<file path="src/core/timer_two_pkg.sv">
// timer two package: special-function addresses, control layout, rates, carriers
// assumes an 8-bit special-function bus with one-cycle read and write strobes
package timer_two_pkg;

  // special-function addresses
  localparam logic [7:0] ADDR_CONTROL      = 8'hC8;
  localparam logic [7:0] ADDR_CAPTURE_LOW  = 8'hCA;
  localparam logic [7:0] ADDR_CAPTURE_HIGH = 8'hCB;
  localparam logic [7:0] ADDR_COUNT_LOW    = 8'hCC;
  localparam logic [7:0] ADDR_COUNT_HIGH   = 8'hCD;

  // control field positions
  localparam int BIT_OVERFLOW      = 7;
  localparam int BIT_EXTERNAL      = 6;
  localparam int BIT_RX_SELECT     = 5;
  localparam int BIT_TX_SELECT     = 4;
  localparam int BIT_EXT_ENABLE    = 3;
  localparam int BIT_RUN           = 2;
  localparam int BIT_CLOCK_SOURCE  = 1;
  localparam int BIT_CAPTURE_RLD   = 0;

  // reset values
  localparam logic [7:0]  CONTROL_RESET = 8'h00;
  localparam logic [15:0] COUNT_RESET   = 16'h0000;
  localparam logic [15:0] CAPTURE_RESET = 16'h0000;
  localparam logic [15:0] COUNT_MAX     = 16'hFFFF;
  localparam logic [7:0]  READ_UNMAPPED = 8'h00;

  // rates in oscillator periods
  localparam logic [3:0] TIMER_DIVIDE  = 4'hC;
  localparam logic [3:0] BAUD_DIVIDE   = 4'h2;
  localparam logic [3:0] SAMPLE_DIVIDE = 4'hC;

  typedef struct packed {
    logic overflow_flag;
    logic external_event_flag;
    logic receive_clock_select;
    logic transmit_clock_select;
    logic external_enable;
    logic run_bit;
    logic clock_source_select;
    logic capture_reload_select;
  } control_t;

  typedef struct packed {
    logic [7:0] addr;
    logic       wr;
    logic       rd;
    logic [7:0] wdata;
  } sfr_req_t;

  typedef struct packed {
    logic first_rx;
    logic first_tx;
    logic second_rx;
    logic second_tx;
  } uart_clocks_t;

endpackage : timer_two_pkg

</file>
<file path="src/core/pin_fall_sampler.sv">
// falling-edge detector for one external pin, sampled once per strobe
// assumes the pin is asynchronous to clock; strobe is a one-cycle pulse
`timescale 1ns/1ps
module pin_fall_sampler
  import timer_two_pkg::*;
(
  input  wire logic clock,
  input  wire logic resetn,
  input  wire logic pin,
  input  wire logic strobe,
  output logic      fall
);

  logic sync_first;
  logic sync_second;
  logic sample;
  logic next_sample;
  logic next_fall;

  // two-flop synchroniser
  always_ff @(posedge clock) begin
    if (!resetn) begin
      sync_first  <= 1'b1;
      sync_second <= 1'b1;
    end else begin
      sync_first  <= pin;
      sync_second <= sync_first;
    end
  end

  // compare successive samples, one pulse per high-to-low change
  always_comb begin
    next_sample = strobe ? sync_second : sample;
    next_fall   = strobe & sample & ~sync_second;
  end

  always_ff @(posedge clock) begin
    if (!resetn) begin
      sample <= 1'b1;
      fall   <= 1'b0;
    end else begin
      sample <= next_sample;
      fall   <= next_fall;
    end
  end

endmodule : pin_fall_sampler

</file>
<file path="src/core/timer_two.sv">
// Functional notes
// - capture mode without enable: plain 16-bit up counter
// - capture mode qualifying trigger fall copies count into capture pair
// - qualifying trigger fall sets external event flag
// - either flag raises one shared interrupt
// - flags never cleared by hardware; software clears
// - reload mode wrap sets flag, loads capture pair
// - reload mode trigger fall reloads, sets event flag
// - counting is upward only
// - control register at C8h, resets to zero
// - no overflow flag while either clock select set
// - receive select routes overflow to first receiver
// - transmit select routes overflow to first transmitter
// - enable clear ignores trigger pin entirely
// - run bit gates counting
// - clock source selects internal ticks or count pin
// - clock select forces auto-reload on overflow
// - second pair selects baud clock for second uart
// - tick per twelve, events per 24, baud per two
// - baud mode trigger fall sets flag, no reload
// - baud mode wrap reloads from capture pair
//
// third timer/counter with capture, auto-reload and baud generator modes
// assumes the special-function bus and the uart select inputs share clock;
// count and trigger pins are asynchronous
`timescale 1ns/1ps
module timer_two
  import timer_two_pkg::*;
(
  input  wire logic      clock,
  input  wire logic      resetn,
  input  wire sfr_req_t  sfr_req,
  output logic [7:0]     sfr_rdata,
  input  wire logic      count_pin,
  input  wire logic      trigger_pin,
  input  wire logic      timer1_overflow,
  input  wire logic      second_uart_receive_clock_select,
  input  wire logic      second_uart_transmit_clock_select,
  output logic           irq,
  output uart_clocks_t   uart_clocks
);

  // register state
  control_t     control;
  logic [7:0]   count_low_byte;
  logic [7:0]   count_high_byte;
  logic [7:0]   capture_low_byte;
  logic [7:0]   capture_high_byte;
  logic [3:0]   prescale;
  logic [3:0]   sample_div;

  control_t     next_control;
  logic [7:0]   next_count_low_byte;
  logic [7:0]   next_count_high_byte;
  logic [7:0]   next_capture_low_byte;
  logic [7:0]   next_capture_high_byte;
  logic [3:0]   next_prescale;
  logic [3:0]   next_sample_div;
  logic [7:0]   next_sfr_rdata;
  logic         next_irq;
  uart_clocks_t next_uart_clocks;

  // decoded conditions
  logic [15:0]  count;
  logic [15:0]  capture;
  logic [15:0]  count_plus;
  logic [3:0]   divide;
  logic         baud_mode;
  logic         reload_mode;
  logic         tick;
  logic         sample_strobe;
  logic         count_event;
  logic         trigger_fall;
  logic         step;
  logic         overflow;
  logic         trigger;
  logic         do_capture;
  logic         do_reload;
  logic         wr_control;
  logic         wr_count_low;
  logic         wr_count_high;
  logic         wr_capture_low;
  logic         wr_capture_high;

  assign count   = {count_high_byte, count_low_byte};
  assign capture = {capture_high_byte, capture_low_byte};

  // pin samplers; one sample per twelve oscillator periods gives 24-period event limit
  pin_fall_sampler count_sampler (
    .clock  (clock),
    .resetn (resetn),
    .pin    (count_pin),
    .strobe (sample_strobe),
    .fall   (count_event)
  );

  pin_fall_sampler trigger_sampler (
    .clock  (clock),
    .resetn (resetn),
    .pin    (trigger_pin),
    .strobe (sample_strobe),
    .fall   (trigger_fall)
  );

  // mode and event decode
  always_comb begin
    wr_control      = sfr_req.wr && (sfr_req.addr == ADDR_CONTROL);
    wr_count_low    = sfr_req.wr && (sfr_req.addr == ADDR_COUNT_LOW);
    wr_count_high   = sfr_req.wr && (sfr_req.addr == ADDR_COUNT_HIGH);
    wr_capture_low  = sfr_req.wr && (sfr_req.addr == ADDR_CAPTURE_LOW);
    wr_capture_high = sfr_req.wr && (sfr_req.addr == ADDR_CAPTURE_HIGH);
    baud_mode   = control.receive_clock_select | control.transmit_clock_select;
    reload_mode = baud_mode | ~control.capture_reload_select;
    divide      = baud_mode ? BAUD_DIVIDE : TIMER_DIVIDE;
    tick        = (prescale >= divide - 4'h1);
    sample_strobe = (sample_div == SAMPLE_DIVIDE - 4'h1);
    // run gates counting; source is internal tick or sampled pin
    step        = control.run_bit
                  & (control.clock_source_select ? count_event : tick);
    overflow    = step & (count == COUNT_MAX);
    trigger     = control.external_enable & trigger_fall;
    do_capture  = trigger & ~reload_mode;
    do_reload   = (overflow & reload_mode)
                  | (trigger & reload_mode & ~baud_mode);
    count_plus  = count + 16'h0001;
  end

  // prescaler and pin sampling divider
  always_comb begin
    next_prescale   = (!control.run_bit || tick) ? 4'h0 : prescale + 4'h1;
    next_sample_div = sample_strobe ? 4'h0 : sample_div + 4'h1;
  end

  // count and capture registers
  always_comb begin
    next_count_low_byte    = count_low_byte;
    next_count_high_byte   = count_high_byte;
    next_capture_low_byte  = wr_capture_low  ? sfr_req.wdata : capture_low_byte;
    next_capture_high_byte = wr_capture_high ? sfr_req.wdata : capture_high_byte;
    if (do_reload) begin
      next_count_low_byte  = capture_low_byte;
      next_count_high_byte = capture_high_byte;
    end else if (step) begin
      next_count_low_byte  = count_plus[7:0];
      next_count_high_byte = count_plus[15:8];
    end
    if (wr_count_low) begin
      next_count_low_byte = sfr_req.wdata;
    end
    if (wr_count_high) begin
      next_count_high_byte = sfr_req.wdata;
    end
    if (do_capture) begin
      next_capture_low_byte  = count_low_byte;
      next_capture_high_byte = count_high_byte;
    end
  end

  // control register; hardware sets win over same-cycle writes
  always_comb begin
    next_control = wr_control ? control_t'(sfr_req.wdata) : control;
    if (overflow && !baud_mode) begin
      next_control.overflow_flag = 1'b1;
    end
    if (trigger) begin
      next_control.external_event_flag = 1'b1;
    end
    // flags only drop via the software write above
    next_irq = next_control.overflow_flag | next_control.external_event_flag;
  end

  // baud clock routing
  always_comb begin
    next_uart_clocks.first_rx  = control.receive_clock_select
                                 ? overflow : timer1_overflow;
    next_uart_clocks.first_tx  = control.transmit_clock_select
                                 ? overflow : timer1_overflow;
    next_uart_clocks.second_rx = second_uart_receive_clock_select
                                 ? overflow : timer1_overflow;
    next_uart_clocks.second_tx = second_uart_transmit_clock_select
                                 ? overflow : timer1_overflow;
  end

  // read data, registered, zero for unmapped addresses
  always_comb begin
    next_sfr_rdata = READ_UNMAPPED;
    if (sfr_req.rd) begin
      unique case (sfr_req.addr)
        ADDR_CONTROL:      next_sfr_rdata = control;
        ADDR_CAPTURE_LOW:  next_sfr_rdata = capture_low_byte;
        ADDR_CAPTURE_HIGH: next_sfr_rdata = capture_high_byte;
        ADDR_COUNT_LOW:    next_sfr_rdata = count_low_byte;
        ADDR_COUNT_HIGH:   next_sfr_rdata = count_high_byte;
        default:           next_sfr_rdata = READ_UNMAPPED;
      endcase
    end
  end

  always_ff @(posedge clock) begin
    if (!resetn) begin
      control           <= control_t'(CONTROL_RESET);
      count_low_byte    <= COUNT_RESET[7:0];
      count_high_byte   <= COUNT_RESET[15:8];
      capture_low_byte  <= CAPTURE_RESET[7:0];
      capture_high_byte <= CAPTURE_RESET[15:8];
      prescale          <= 4'h0;
      sample_div        <= 4'h0;
      sfr_rdata         <= READ_UNMAPPED;
      irq               <= 1'b0;
      uart_clocks       <= '0;
    end else begin
      control           <= next_control;
      count_low_byte    <= next_count_low_byte;
      count_high_byte   <= next_count_high_byte;
      capture_low_byte  <= next_capture_low_byte;
      capture_high_byte <= next_capture_high_byte;
      prescale          <= next_prescale;
      sample_div        <= next_sample_div;
      sfr_rdata         <= next_sfr_rdata;
      irq               <= next_irq;
      uart_clocks       <= next_uart_clocks;
    end
  end
endmodule : timer_two

</file>
<file path="config.mk">
export PLATFORM = sky130hd
export DESIGN_NAME = timer_two
export DESIGN_NICKNAME = d
export VERILOG_FILES = /design/src/core/timer_two_pkg.sv /design/src/core/pin_fall_sampler.sv /design/src/core/timer_two.sv
export SDC_FILE = /design/constraint.sdc
export NUM_CORES = 1
export LEC_CHECK = 0
export BUFFER_PORTS_ARGS = -buffer_cell sky130_fd_sc_hd__buf_2
export CAP_MARGIN = 10
export CORE_AREA = 4 4 95 97
export CTS_CLUSTER_DIAMETER = 120
export DETAILED_ROUTE_END_ITERATION = 6
export DIE_AREA = 0 0 99 101
export PLACE_DENSITY = 0.59
export SYNTH_ARGS = -nofsm -noshare
export SYNTH_HDL_FRONTEND = slang
export SYNTH_HIERARCHICAL = 1
export SYNTH_SLANG_ARGS = --single-unit
</file>
<file path="constraint.sdc">
create_clock -name clock -period 3.15 [get_ports clock]
set_input_delay 0.7875 -clock clock [delete_from_list [all_inputs] [get_ports clock]]
set_output_delay 0.7875 -clock clock [all_outputs]
set_load 0.01 [all_outputs]
</file>
Word-level counts from Yosys, hierarchy flattened. Index checks and enable logic that the tools add are counted.

Register bits after elaboration: 69. Bits of input ports: 25. Output and inout bits: 13. Logic and storage cells: 97.

Add/subtract/negate cells: 4. Magnitude comparators: 1. Equal/unequal tests: 7. Mux-type cells: 20. Bitwise gates (word level): 21. Reductions and logical operators: 16.

Operators with widths (count): two-way mux 8 bit (11); equality test 8 bit, second input constant (5); one-hot mux 8 bit (5 select lines) (1); adder 16 x 1 -> 16 bit, second input constant (1); equality test 16 bit, second input constant (1); AND 1 bit (11); adder 4 x 1 -> 4 bit, second input constant (2); two-way mux 1 bit (7); logical AND 1 bit (6); inverter 1 bit (6); nonzero test 3 bit (2); equality test 4 bit, second input constant (1); greater-or-equal comparator 4 bit (1); two-way mux 4 bit (1); bitwise OR 1 bit (4); nonzero test 2 bit (2); OR reduction 2 bit (2); subtractor 4 x 1 -> 4 bit, second input constant (1); logical NOT 1 bit (2); AND reduction 2 bit (1); logical OR 1 bit (1).

Logic depth before layout (Yosys ltp). Gate-level depths: netlist of run 1.

Depth after elaboration: 11. Depth in mapped cells: 9. Depth with buffers taken out: 7.

Cells and area by module. The synthesis of run 1 kept the hierarchy.

Modules (own cells, without submodules): timer_two (instances 1, cells an instance 378, area each 3363.2 um2); pin_fall_sampler (instances 2, cells an instance 9, area each 116.4 um2).

Worst setup path after synthesis of run 1. No wires, ideal clock.

Kind: register -> register. Start point: register control[4] in the netlist's numbering. End point: register count_high_byte[6]. Library setup time: 0.130 ns. Data arrival time: 2.304 ns. Required time: 3.020 ns. Path slack: 0.716 ns. Stages on the path, launching flop included: 10. Clock period less this slack: 2.434 ns. Cells stage by stage: dfxtp_1 -> or2_1 -> clkbuf_1 -> ha_1 -> a211o_1 -> o2111a_1 -> a31oi_4 -> buf_6 -> mux2i_1 -> o22ai_1.

Cells in the longest elaborated chain, start to end: 11.

Ends and longest elaborated chain: start, declared (line timer_two.sv:44) `control_t control;`; start signal, assigned (line timer_two.sv:201) `control <= control_t'(CONTROL_RESET);`; start signal, assigned (line timer_two.sv:212) `control <= next_control;`; bitwise OR 1 bit (*) (line timer_two.sv:112) `baud_mode = control.receive_clock_select | control.transmit_clock_select;`; two-way mux 4 bit (line timer_two.sv:114) `divide = baud_mode ? BAUD_DIVIDE : TIMER_DIVIDE;`; subtractor 4 x 1 -> 4 bit (line timer_two.sv:115) `tick = (prescale >= divide - 4'h1);`; greater-or-equal comparator 4 bit (line timer_two.sv:115); two-way mux 1 bit (line timer_two.sv:119) `& (control.clock_source_select ? count_event : tick);`; AND 1 bit (line timer_two.sv:119); AND 1 bit (line timer_two.sv:120) `overflow = step & (count == COUNT_MAX);`; AND 1 bit (line timer_two.sv:123) `do_reload = (overflow & reload_mode)`; bitwise OR 1 bit (line timer_two.sv:124) `| (trigger & reload_mode & ~baud_mode);`; two-way mux 8 bit (line timer_two.sv:140) `if (do_reload) begin`; two-way mux 8 bit (line timer_two.sv:150) `if (wr_count_high) begin`; end signal, assigned (line timer_two.sv:203) `count_high_byte <= COUNT_RESET[15:8];`; end signal, assigned (line timer_two.sv:214) `count_high_byte <= next_count_high_byte;`; end, declared (line timer_two.sv:46) `logic [7:0] count_high_byte;`.

Mark *: on every way between the ends. The rest lies on a longest branch, timed or not. A chain may end at the register's enable or synchronous reset.

Worst setup path after layout of run 1.
Start point: register control[4] in the netlist's numbering. End point: register count_high_byte[2].

The elaborated chain is that of the path after synthesis.

==> results by group, run 1 <==
Route
  • Drt total wl: 10,500 um
  • Router iterations before antenna repair: 7
  • Via count: 3,332
  • DR WL/cell: 19.3 um
  • DRC violations left: 0
  • Detailed Route Iter0 Violations: 270
  • Antenna-violating nets left: 0
  • Drt via density: 6.14

Finish
  • Most frequent cells in the layout: 69 x dfxtp_1, 41 x mux2i_1, 37 x buf_2, 29 x a21oi_1, 26 x nand2_1
  • Share of post-route cells with drive strength above 1: 0.174
  • Fin nets: 463
  • Final instance area: 4120 um2
  • Area growth, synth to finish: 14.4%
  • Most common cell after layout, fill and taps aside: dfxtp_1
  • # fillers: 804
  • # diodes: 0

Die
  • Die Ht: 101 um
  • Die ar.: 10000 um2
  • Core Footprint: 8130 um2
  • Num ports: 38
  • Die X: 99 um
  • Initial Utilization: 0.442
  • FP Rows: 33

Synthesis
  • Post-synth EDFFs: 0
  • Netlist cell types: 58
  • Synth top area share: 0.384
  • Syn_nets: 426
  • Ys async rst share: 0
  • Synth warn: 6
  • Avg Synthesized Cell Area: 9.08 um2
  • Synth Flop Type: dfxtp_1
  • Leading post-synthesis cells by cell area: dfxtp_1 38%, mux2i_1 11%, a21oi_1 4.0%
  • Synthesized cell area: 3600 um2
  • Sequential fraction of the synthesis area: 0.384
  • Yosys top cell by area: dfxtp_1
  • Post-Syn Instances: 396
  • Number of synthesized register bits: 69

Worst hold path
  • HP Class: register to register

Place
  • DP HPWL: 7280 um
  • Placed cell areas: 3910 um2
  • DP Worst Slack: 0.483 ns
  • I/O Buffers: 37
  • GP Congestion: 0.930

Pwr
  • Pleak: 0.00175 uW
  • Design Power: 1720 uW
  • Peak supply drop: 253 uV
  • Power per cell area: 417 nW/um2

GRT
  • Initial antenna violation count: 0
  • GRT Overall Usage: 0.214
  • Largest net degree at the start of global routing: 33
  • First-pass GRT wire length: 16,500 um
  • GR Layer Usage met1: 0.264
  • GR Util met2: 0.337
  • Met3 Use GR: 0.0644
  • Grt peak-use layer: met2
  • Vias in the first global route: 3,097
  • Grt total ovfl: 0

Setup path
  • Flop2flop setup slack: 0.49 ns
  • Cells along the critical path: or2_1, ha_1, a211o_1, o2111a_1, a31oi_4, mux2i_1, o22ai_1
  • Crit end category: register
  • Startpoint types: register
  • Critical Path Slowest Stage Cell: a31oi_4
  • WP data arrival: 2.88 ns
  • Worst path max stage delay: 0.59 ns
  • Worst endpoint required time: 3.37 ns
  • CP Max Fanout: 16
  • Critical path class: register to register

Flow run
  • Max-cap violations: 0

CTS
  • Root Buffer: clkbuf_8
  • CTS tree: yes
  • Bufs on Longest Clock Path: 2
  • Worst skew pair latency: 0.35 ns
  • Post-CTS Repair Setup Buffers: 0
  • Hold buffers post-CTS: 0
  • # resized after CTS: 0
  • Num CTS Buffers: 9
  • Worst-path clk slew: 0.07 ns
  • H-tree depth: 3
  • Clk sinks: 69

Timing
  • Final setup fails: 0
  • Fin. Hold Viols: 0
  • Final Max Slew Viols: 0
  • Slew @ Worst Pin: 1.03 ns
  • RSZ-0062 raised after global routing: false
  • Setup_tns: 0 ns
  • Worst setup margin: 0.487 ns
  • Fin crit share: 0.846
  • Rel. slew slack: 0.315
  • Fmax: 0.375 GHz
  • Final min period: 2.66 ns
  • Worst Skew: 0.0117 ns

Status
  • Status: finished clean
[sequential cells by signal, summed over array words and instances (netlist names)]
register and cells:
trigger_sampler/fall 1, uart_clocks 4, count_sampler/sync_first 1, trigger_sampler/sync_second 1, trigger_sampler/sync_first 1, count_sampler/sample 1
sample_div 4, count_sampler/fall 1, prescale 4, count_high_byte 8, sfr_rdata 8, count_sampler/sync_second 1
count_low_byte 8, capture_high_byte 8, capture_low_byte 8, control 8, irq 1, trigger_sampler/sample 1
[layout make-up]
type,count,area (um2),area share
Clock buffer,11,151,0.0368
Clock inverter,5,58.8,0.0143
Inverter,6,22.5,0.00547
Multi-Input combinational cell,297,2090,0.507
Sequential cell,69,1380,0.336
Tap cell,105,131,0.0319
Timing Repair Buffer,50,283,0.0687
[metal layers]
metal / share of wire / routed length [um]
met1: 0.43 / 4500
met2: 0.46 / 4790
met3: 0.080 / 837
met4: 0.034 / 359
met5: 0 / 0
[cells by family (layout without fill, tap and decap cells)]
group,count (synthesis),after routing,share of synthesized area
XOR/XNOR,17,17,0.0414
AO/OA/AOI/OAI,104,104,0.201
buffers and inverters,30,72,0.0355
adder cells (fa/ha/maj),5,5,0.0174
flip-flops,69,69,0.384
multiplexers,41,41,0.114
AND/OR/NAND/NOR,130,130,0.207
[power breakdown]
part / switching, uW / internal, uW
Combinational: 47.6 / 28.8
Sequential: 4.50 / 880
Clock: 348 / 409
[through the flow]
stage | hold WS (ns) | utilization | std cells
6_report | 0.411 | 0.506 | 543
5_1_grt | 0.432 | 0.506 | 543
4_1_cts | 0.415 | 0.506 | 543
3_5_place_dp | 0.397 | 0.480 | 527
3_3_place_gp | 0.390 | 0.480 | 527
2_1_floorplan | 0.386 | - | 396
[path summary, 6_finish.rpt]
kind,startpoint,to,cells past startpoint
hold reg to reg,count_sampler/sync_first$_SDFF_PN1_,count_sampler/sync_second$_SDFF_PN1_,1
hold / removal,count_sampler/sync_first$_SDFF_PN1_,count_sampler/sync_second$_SDFF_PN1_,1
setup reg to reg,control[4]$_SDFFE_PN0P_,count_high_byte[2]$_SDFFE_PN0P_,7
setup / recovery,control[4]$_SDFFE_PN0P_,count_high_byte[2]$_SDFFE_PN0P_,7
[worst max-delay path, delay by kind of cell, from the launching register on]
family / cells / cell delay [ns]
multiplexers: 1 / 0.26
AO/OA/AOI/OAI: 4 / 1.33
flip-flops: 1 / 0.34
AND/OR/NAND/NOR: 1 / 0.30
adder cells (fa/ha/maj): 1 / 0.29
[cell usage after synthesis (4+ instances only)]
library cell	number
and4_1	4
a21oi_1	29
a22oi_1	8
or2_1	4
o22ai_1	8
nand4_1	5
a222oi_1	8
nor4_1	7
nand2b_1	6
o211ai_1	4
ha_1	5
nand3_1	16
o21ai_1	4
mux2i_1	41
dfxtp_1	69
buf_2	5
nor3_1	6
nor2_1	24
xnor2_1	6
o21ai_0	18
inv_1	5
nand2_1	26
and2_1	4
xor2_1	11
clkbuf_1	14
o2bb2a_1	8
Power figures use the tool's default switching activity.
==> inputs of run 2 (changes only) <==
Settings changed: ABC_AREA set to 1, CORE_AREA 4 4 95 97 to 4 4 96 98, DIE_AREA 0 0 99 101 to 0 0 100 102, PLACE_DENSITY 0.59 to 0.62.
Clock period 3.15 ns to 2.16 ns, I/O delays scaled along.
==> results by group, run 2 <==
CTS
  • Root Buffer: clkbuf_8 (unchanged)
  • Num CTS Buffers: 9 (unchanged)
  • Bufs on Longest Clock Path: 2 (unchanged)
  • H-tree depth: 3 (unchanged)
  • Worst-path clk slew: 0.08 ns (was 0.07 ns)
  • Clk sinks: 69 (unchanged)
  • Hold buffers post-CTS: 0 (unchanged)
  • CTS tree: yes (unchanged)
  • Worst skew pair latency: 0.35 ns (about the same)

Pwr
  • Sequential power share: 0.512 (was 0.515)
  • Peak supply drop: 304 uV (was 253 uV)
  • Pleak: 0.00181 uW (was 0.00175 uW)
  • Sw Share: 0.247 (was 0.233)
  • Clk pwr share: 0.441 (about the same)
  • Net switching power figure: 623 uW (was 400 uW)
  • Power Internal: 1900 uW (was 1320 uW)
  • Power per cell area: 577 nW/um2 (was 417 nW/um2)
  • Gate power share: 0.047 (was 0.044)

Setup path
  • Buf/Inv on CP: 3 (was 0)
  • CP delay by family, top: simple AND/OR/NAND/NOR gates (was compound AO/OA/AOI/OAI gates)
  • Worst path max stage delay: 0.32 ns (was 0.59 ns)
  • Critical Path Slowest Stage Cell: dfxtp_1 (was a31oi_4)
  • CP Max Fanout: 12 (was 16)
  • CP most frequent cell: nand3_1
  • Crit end category: register (unchanged)
  • CP Launch Point: control[4]$_SDFFE_PN0P_ (unchanged)
  • Reg2Reg Depth: 12 (was 7)
  • Worst r2r src: control[4]$_SDFFE_PN0P_ (unchanged)
  • Critical path class: register to register (unchanged)
  • CP Depth: 12 (was 7)
  • Startpoint types: register (unchanged)
  • WP data arrival: 2.24 ns (was 2.88 ns)
  • Worst endpoint required time: 2.41 ns (was 3.37 ns)
  • Cells along the critical path: nor2_2, inv_1, ha_1, a21oi_1, nand3_2, nand4_4, buf_12, nand3_1, nand3_1, nand3_1, nand2_1, inv_1 (was or2_1, ha_1, a211o_1, o2111a_1, a31oi_4, mux2i_1, o22ai_1)

Die
  • Die X: 100 um (was 99 um)
  • Die ar.: 10,200 um2 (was 10000 um2)
  • Die Ht: 102 um (was 101 um)
  • FP Rows: 34 (was 33)
  • Num ports: 38 (unchanged)
  • Initial Utilization: 0.439 (was 0.442)
  • Core Footprint: 8470 um2 (was 8130 um2)

Finish
  • Area growth, synth to finish: 17.4% (was 14.4%)
  • Share of post-route cells with drive strength above 1: 0.200 (was 0.174)
  • # diodes: 0 (unchanged)
  • Fin nets: 629 (was 463)
  • Most frequent cells in the layout: 140 x nand2_1, 69 x dfxtp_1, 55 x inv_1, 50 x a21oi_1, 42 x nor2_1 (was 69 x dfxtp_1, 41 x mux2i_1, 37 x buf_2, 29 x a21oi_1, 26 x nand2_1)
  • Most common cell after layout, fill and taps aside: nand2_1 (was dfxtp_1)

Timing
  • Slew @ Worst Pin: 0.425 ns (was 1.03 ns)
  • Final Max Slew Viols: 0 (unchanged)
  • RSZ-0062 raised after global routing: false (unchanged)
  • Final setup fails: 0 (unchanged)
  • Setup_tns: 0 ns (unchanged)
  • Worst Skew: 0.00676 ns (was 0.0117 ns)
  • Hold Slack: 0.355 ns (was 0.411 ns)
  • Rel. slew slack: 0.714 (was 0.315)
  • Worst setup margin: 0.175 ns (was 0.487 ns)
  • Fin crit share: 0.919 (was 0.846)
  • Fin. Hold Viols: 0 (unchanged)
  • Final min period: 1.99 ns (was 2.66 ns)
  • Fmax: 0.504 GHz (was 0.375 GHz)

Synthesis
  • Synth top area share: 0.372 (was 0.384)
  • Netlist cell types: 31 (was 58)
  • Yosys top cell by area: dfxtp_1 (unchanged)
  • Leading post-synthesis cells by cell area: dfxtp_1 37%, nand2_1 14%, a21oi_1 6.7% (was dfxtp_1 38%, mux2i_1 11%, a21oi_1 4.0%)
  • Synthesized cell area: 3720 um2 (was 3600 um2)
  • Synth warn: 6 (unchanged)
  • Ys async rst share: 0 (unchanged)
  • Compound-Gate Fraction of Synth Area: 0.163 (was 0.201)
  • Post-synth EDFFs: 0 (unchanged)
  • Largest family of logic cells by synthesized area: simple AND/OR/NAND/NOR gates (unchanged)
  • Number of synthesized register bits: 69 (unchanged)
  • Synth Area in Simple Gates: 0.335 (was 0.207)
  • Cell with the most instances after synthesis: nand2_1 (was dfxtp_1)
  • Synth Flop Type: dfxtp_1 (unchanged)
  • Sequential fraction of the synthesis area: 0.372 (was 0.384)
  • Post-synthesis mux area share: 0 (was 0.114)
  • Post-Syn Instances: 541 (was 396)
  • Syn_nets: 571 (was 426)
  • Synth top cells by count: 140 x nand2_1, 69 x dfxtp_1, 55 x inv_1 (was 69 x dfxtp_1, 41 x mux2i_1, 29 x a21oi_1)
  • Avg Synthesized Cell Area: 6.87 um2 (was 9.08 um2)
  • XOR/XNOR share of the synthesized area: 0.0283 (was 0.0414)
  • Post-Synth Adder-Cell Area: 0.0168 (was 0.0174)

GRT
  • Vias in the first global route: 3,502 (was 3,097)
  • Largest net degree at the start of global routing: 31 (was 33)
  • First-pass GRT wire length: 17,700 um (was 16,500 um)
  • Initial antenna violation count: 0 (unchanged)
  • Grt total ovfl: 0 (unchanged)
  • GRT Overall Usage: 0.221 (was 0.214)

Route
  • Router iterations before antenna repair: 5 (was 7)
  • Detailed Route Iter0 Violations: 298 (was 270)
  • DR WL/cell: 15.4 um (was 19.3 um)
  • DRC violations left: 0 (unchanged)
  • Antenna-violating nets left: 0 (unchanged)
  • Drt total wl: 11,000 um (was 10,500 um)
  • Via count: 3,821 (was 3,332)
  • Drt via density: 5.37 (was 6.14)

Place
  • DP HPWL: 8410 um (was 7280 um)
  • DP Worst Slack: 0.0946 ns (was 0.483 ns)
  • GP Congestion: 0.948 (was 0.930)
  • I/O Buffers: 37 (unchanged)

Worst hold path
  • Min-delay src: trigger_pin (was count_sampler/sync_first$_SDFF_PN1_)
  • HP Class: input pin to register (was register to register)
  • Hold depth: 3 (was 1)

Status
  • Status: finished clean (unchanged)

Flow run
  • Max-cap violations: 0 (unchanged)
[run 2: cell types whose count changed after synthesis, sizes merged, moves of 9 or more]
cell	delta
a21oi	+21
clkbuf	-9
inv	+64
mux2i	-41
nand2	+121
nand3	+30
nor2	+31
nor4	-9
o21ai	+13
[run 2: kinds of logic after synthesis]
group	after synthesis
buffers and inverters	80
flip-flops	69
AO/OA/AOI/OAI	110
AND/OR/NAND/NOR	265
XOR/XNOR	12
adder cells (fa/ha/maj)	5
[run 2: worst paths after layout]
kind	slack, ns	endpoint
worst max register to register	0.17	count_low_byte[6]$_SDFFE_PN0P_
worst min register to register	0.41	trigger_sampler/sync_second$_SDFF_PN1_
worst max-delay path	0.17	count_low_byte[6]$_SDFFE_PN0P_
worst min-delay path	0.36	trigger_sampler/sync_first$_SDFF_PN1_
[run 2: metal layers]
layer / vias to the layer above / GRT usage / part of all wire / routed length [um]
met4: 0 / 0.0653 / 0.014 / 149
met5: - / 0 / 0 / 0
met3: 15 / 0.0471 / 0.077 / 846
met2: 155 / 0.362 / 0.46 / 5090
li1: 1891 / - / - / -
met1: 1760 / 0.296 / 0.44 / 4860
[run 2: final cells by class]
class                      count  area [um2]
fill                         895        4100
clock inverter                 6        71.3
tap                          108         135
inverter                      70         263
timing repair buffer          57         348
clock buffer                  10         138
sequential                    69        1380
multi-input combinational    392        2030
[run 2: repair_timing]
item                                   in CTS  in global routing
resized for setup                           0                  2
endpoints found under the hold margin       0                  0
setup buffers                               0                  0
setup endpoints to repair                   0                 15
[run 2: worst register-to-register path, stage by stage (launching register included)]
cell     delay [ns]
dfxtp_1        0.32
nor2_2         0.11
inv_1          0.07
ha_1           0.29
a21oi_1        0.23
nand3_2        0.15
nand4_4        0.18
buf_12         0.17
nand3_1        0.07
nand3_1        0.09
nand3_1        0.08
nand2_1        0.07
inv_1          0.04
[run 2: per-stage QoR]
stage	instance area (um2)	utilization	std cells	total power [uW]
after global placement	4150	0.490	696	1440
final	4360	0.516	712	2520
after global routing	4360	0.516	712	2600
after CTS	4350	0.514	712	2530
after detailed placement	4150	0.490	696	1440
after floorplan	3720	-	541	1370
[run 2: power by group through the flow]
| stage | combinational [uW] | clock (uW) | sequential [uW] |
|---|---|---|---|
| floorplan | 53.9 | 0 | 1320 |
| global placement | 116 | 0 | 1320 |
| detailed placement | 119 | 0 | 1320 |
| CTS | 119 | 1130 | 1290 |
| global route | 133 | 1170 | 1290 |
| finish | 119 | 1110 | 1290 |
==> inputs of run 3 (changes only) <==
Settings changed: ABC_AREA 1 to not set, CORE_AREA 4 4 96 98 to 4 4 107 109, DIE_AREA 0 0 100 102 to 0 0 111 113, GPL_ROUTABILITY_DRIVEN set to 0, PLACE_DENSITY 0.62 to 0.5.
==> results by group, run 3 (synthesis results as in run 1) <==
Status
  • Status: finished, violations left (was finished clean)
  • Failing checks: negative setup slack

Setup path
  • Worst r2r src: control[4]$_SDFFE_PN0P_ (unchanged)
  • WP data arrival: 2.46 ns (was 2.24 ns)
  • Flop2flop setup slack: -0.06 ns (was 0.17 ns)
  • Crit end category: register (unchanged)
  • Worst endpoint required time: 2.40 ns (was 2.41 ns)
  • Critical path class: register to register (unchanged)
  • Reg2reg end: count_high_byte[0]$_SDFFE_PN0P_ (was count_low_byte[6]$_SDFFE_PN0P_)
  • Startpoint types: register (unchanged)
  • Reg2Reg Depth: 9 (was 12)
  • CP Max Fanout: 8 (was 12)

Pwr
  • Power per cell area: 514 nW/um2 (was 577 nW/um2)
  • Peak supply drop: 328 uV (was 304 uV)
  • Pleak: 0.00199 uW (was 0.00181 uW)
  • Design Power: 2380 uW (was 2520 uW)

Timing
  • Final Max Slew Viols: 0 (unchanged)
  • Worst Skew: 0.00914 ns (was 0.00676 ns)
  • Slew @ Worst Pin: 0.431 ns (was 0.425 ns)
  • RSZ-0062 raised after global routing: true (was false)
  • Fin crit share: 1.03 (was 0.919)
  • Final setup fails: 11 (was 0)
  • Rel. slew slack: 0.710 (was 0.714)
  • Worst setup margin: -0.0554 ns (was 0.175 ns)
  • Fmax: 0.451 GHz (was 0.504 GHz)
  • Fin. Hold Viols: 0 (unchanged)
  • Final min period: 2.22 ns (was 1.99 ns)

Finish
  • Core Util, Final: 0.437 (was 0.516)
  • Fin nets: 512 (was 629)
  • # diodes: 0 (unchanged)
  • Final instance area: 4630 um2 (was 4360 um2)
  • Most frequent cells in the layout: 67 x dfxtp_1, 55 x buf_4, 41 x mux2i_1, 38 x buf_2, 29 x a21oi_1 (was 140 x nand2_1, 69 x dfxtp_1, 55 x inv_1, 50 x a21oi_1, 42 x nor2_1)
  • Area growth, synth to finish: 28.8% (was 17.4%)
  • Share of post-route cells with drive strength above 1: 0.283 (was 0.200)
  • Non-Filler Instances: 627 (was 712)
  • Most common cell after layout, fill and taps aside: dfxtp_1 (was nand2_1)

Route
  • DR WL/cell: 18.5 um (was 15.4 um)
  • DRC violations left: 0 (unchanged)
  • Met3 wire length: 743 um (was 846 um)
  • Antenna-violating nets left: 0 (unchanged)
  • Drt total wl: 11,600 um (was 11,000 um)
  • Router iterations before antenna repair: 5 (unchanged)
  • Met2 wire length: 5290 um (was 5090 um)
  • M1 wire length: 5330 um (was 4860 um)
  • Detailed Route Iter0 Violations: 294 (was 298)
  • Via count: 3,461 (was 3,821)
  • Drt via density: 5.52 (was 5.37)
  • Top routing layer in use: met4 (unchanged)

CTS
  • Clk sinks: 69 (unchanged)
  • Num CTS Buffers: 9 (unchanged)
  • Worst-path clk slew: 0.08 ns (about the same)
  • Root Buffer: clkbuf_8 (unchanged)
  • CTS tree: yes (unchanged)
  • Hold buffers post-CTS: 0 (unchanged)
  • Bufs on Longest Clock Path: 2 (unchanged)
  • H-tree depth: 3 (unchanged)
  • Worst skew pair latency: 0.36 ns (was 0.35 ns)

Place
  • Placed cell areas: 4340 um2 (was 4150 um2)
  • Inst Count DP: 605 (was 696)
  • DP HPWL: 8270 um (was 8410 um)
  • I/O Buffers: 37 (unchanged)

GRT
  • Vias in the first global route: 3,387 (was 3,502)
  • First-pass GRT wire length: 18,300 um (was 17,700 um)
  • GRT Overall Usage: 0.187 (was 0.221)
  • Grt total ovfl: 0 (unchanged)
  • Initial antenna violation count: 0 (unchanged)
  • Largest net degree at the start of global routing: 33 (was 31)

Die
  • Initial Utilization: 0.339 (was 0.439)
  • Die ar.: 12,500 um2 (was 10,200 um2)
  • Core Footprint: 10,600 um2 (was 8470 um2)
  • Die X: 111 um (was 100 um)
  • Die Ht: 113 um (was 102 um)
  • Num ports: 38 (unchanged)
  • FP Rows: 38 (was 34)

Flow run
  • Max-cap violations: 0 (unchanged)

Worst hold path
  • WHS Endpoint: count_sampler/sync_first$_SDFF_PN1_ (was trigger_sampler/sync_first$_SDFF_PN1_)
  • HP Class: input pin to register (unchanged)
  • Hold depth: 2 (was 3)
  • Min-delay src: count_pin (was trigger_pin)
-- run 3: layer usage --
metal,track usage,up-vias
met5,0,-
met3,0.0406,24
li1,-,1668
met4,0.0632,0
met1,0.250,1638
met2,0.301,131
-- run 3: what timing repair did --
| item | CTS | global route |
|---|---|---|
| pin swaps | 6 | 3 |
| setup endpoints to repair | 12 | 21 |
| setup buffers | 3 | 1 |
| cloned | 1 | 1 |
| gates resized for setup | 3 | 7 |
-- run 3: layout make-up --
class                      instances  area, um2
clock inverter                     6       38.8
sequential                        69       1380
timing repair buffer              99        713
clock buffer                      10        138
multi-input combinational        297       2160
fill                            1046       5970
inverter                           6       22.5
tap                              140        175
-- run 3: worst max-delay path by stage --
stage	start	end	slack (ns)	depth (start not counted)
detailed placement	control[5]$_SDFFE_PN0P_	count_high_byte[4]$_SDFFE_PN0P_	-0.08	8
floorplan	control[5]$_SDFFE_PN0P_	count_high_byte[6]$_SDFFE_PN0P_	-0.18	9
CTS	control[4]$_SDFFE_PN0P_	count_high_byte[0]$_SDFFE_PN0P_	-0.08	9
global placement	sfr_req[11]	count_low_byte[6]$_SDFFE_PN0P_	-0.02	6
finish	control[4]$_SDFFE_PN0P_	count_high_byte[0]$_SDFFE_PN0P_	-0.06	9
global route	control[4]$_SDFFE_PN0P_	count_high_byte[0]$_SDFFE_PN0P_	-0.13	9
-- run 3: stage by stage --
stage          setup WS (ns)  TNS (ns)  hold WS, ns
2_1_floorplan         -0.180     -1.25        0.386
3_3_place_gp         -0.0203   -0.0624        0.394
3_5_place_dp         -0.0848    -0.661        0.395
4_1_cts              -0.0827    -0.598        0.352
5_1_grt               -0.134     -1.38        0.353
6_report             -0.0554    -0.382        0.366
-- run 3: report_power, final --
group / switching, uW / total, uW / internal [uW]
logic: 75.9 / 129 / 53.5
clock network: 521 / 964 / 443
registers: 6.17 / 1290 / 1280
total: 603 / 2380 / 1780
-- run 3: worst max-delay path, stage by stage, from the launching register on --
cell and delay (ns):
dfxtp_2 0.33, or2_4 0.27, ha_4 0.21, a211o_1 0.27, o2111a_2 0.28, a31oi_4 0.24, buf_12 0.14, buf_16 0.11
mux2i_1 0.17, o22ai_1 0.07
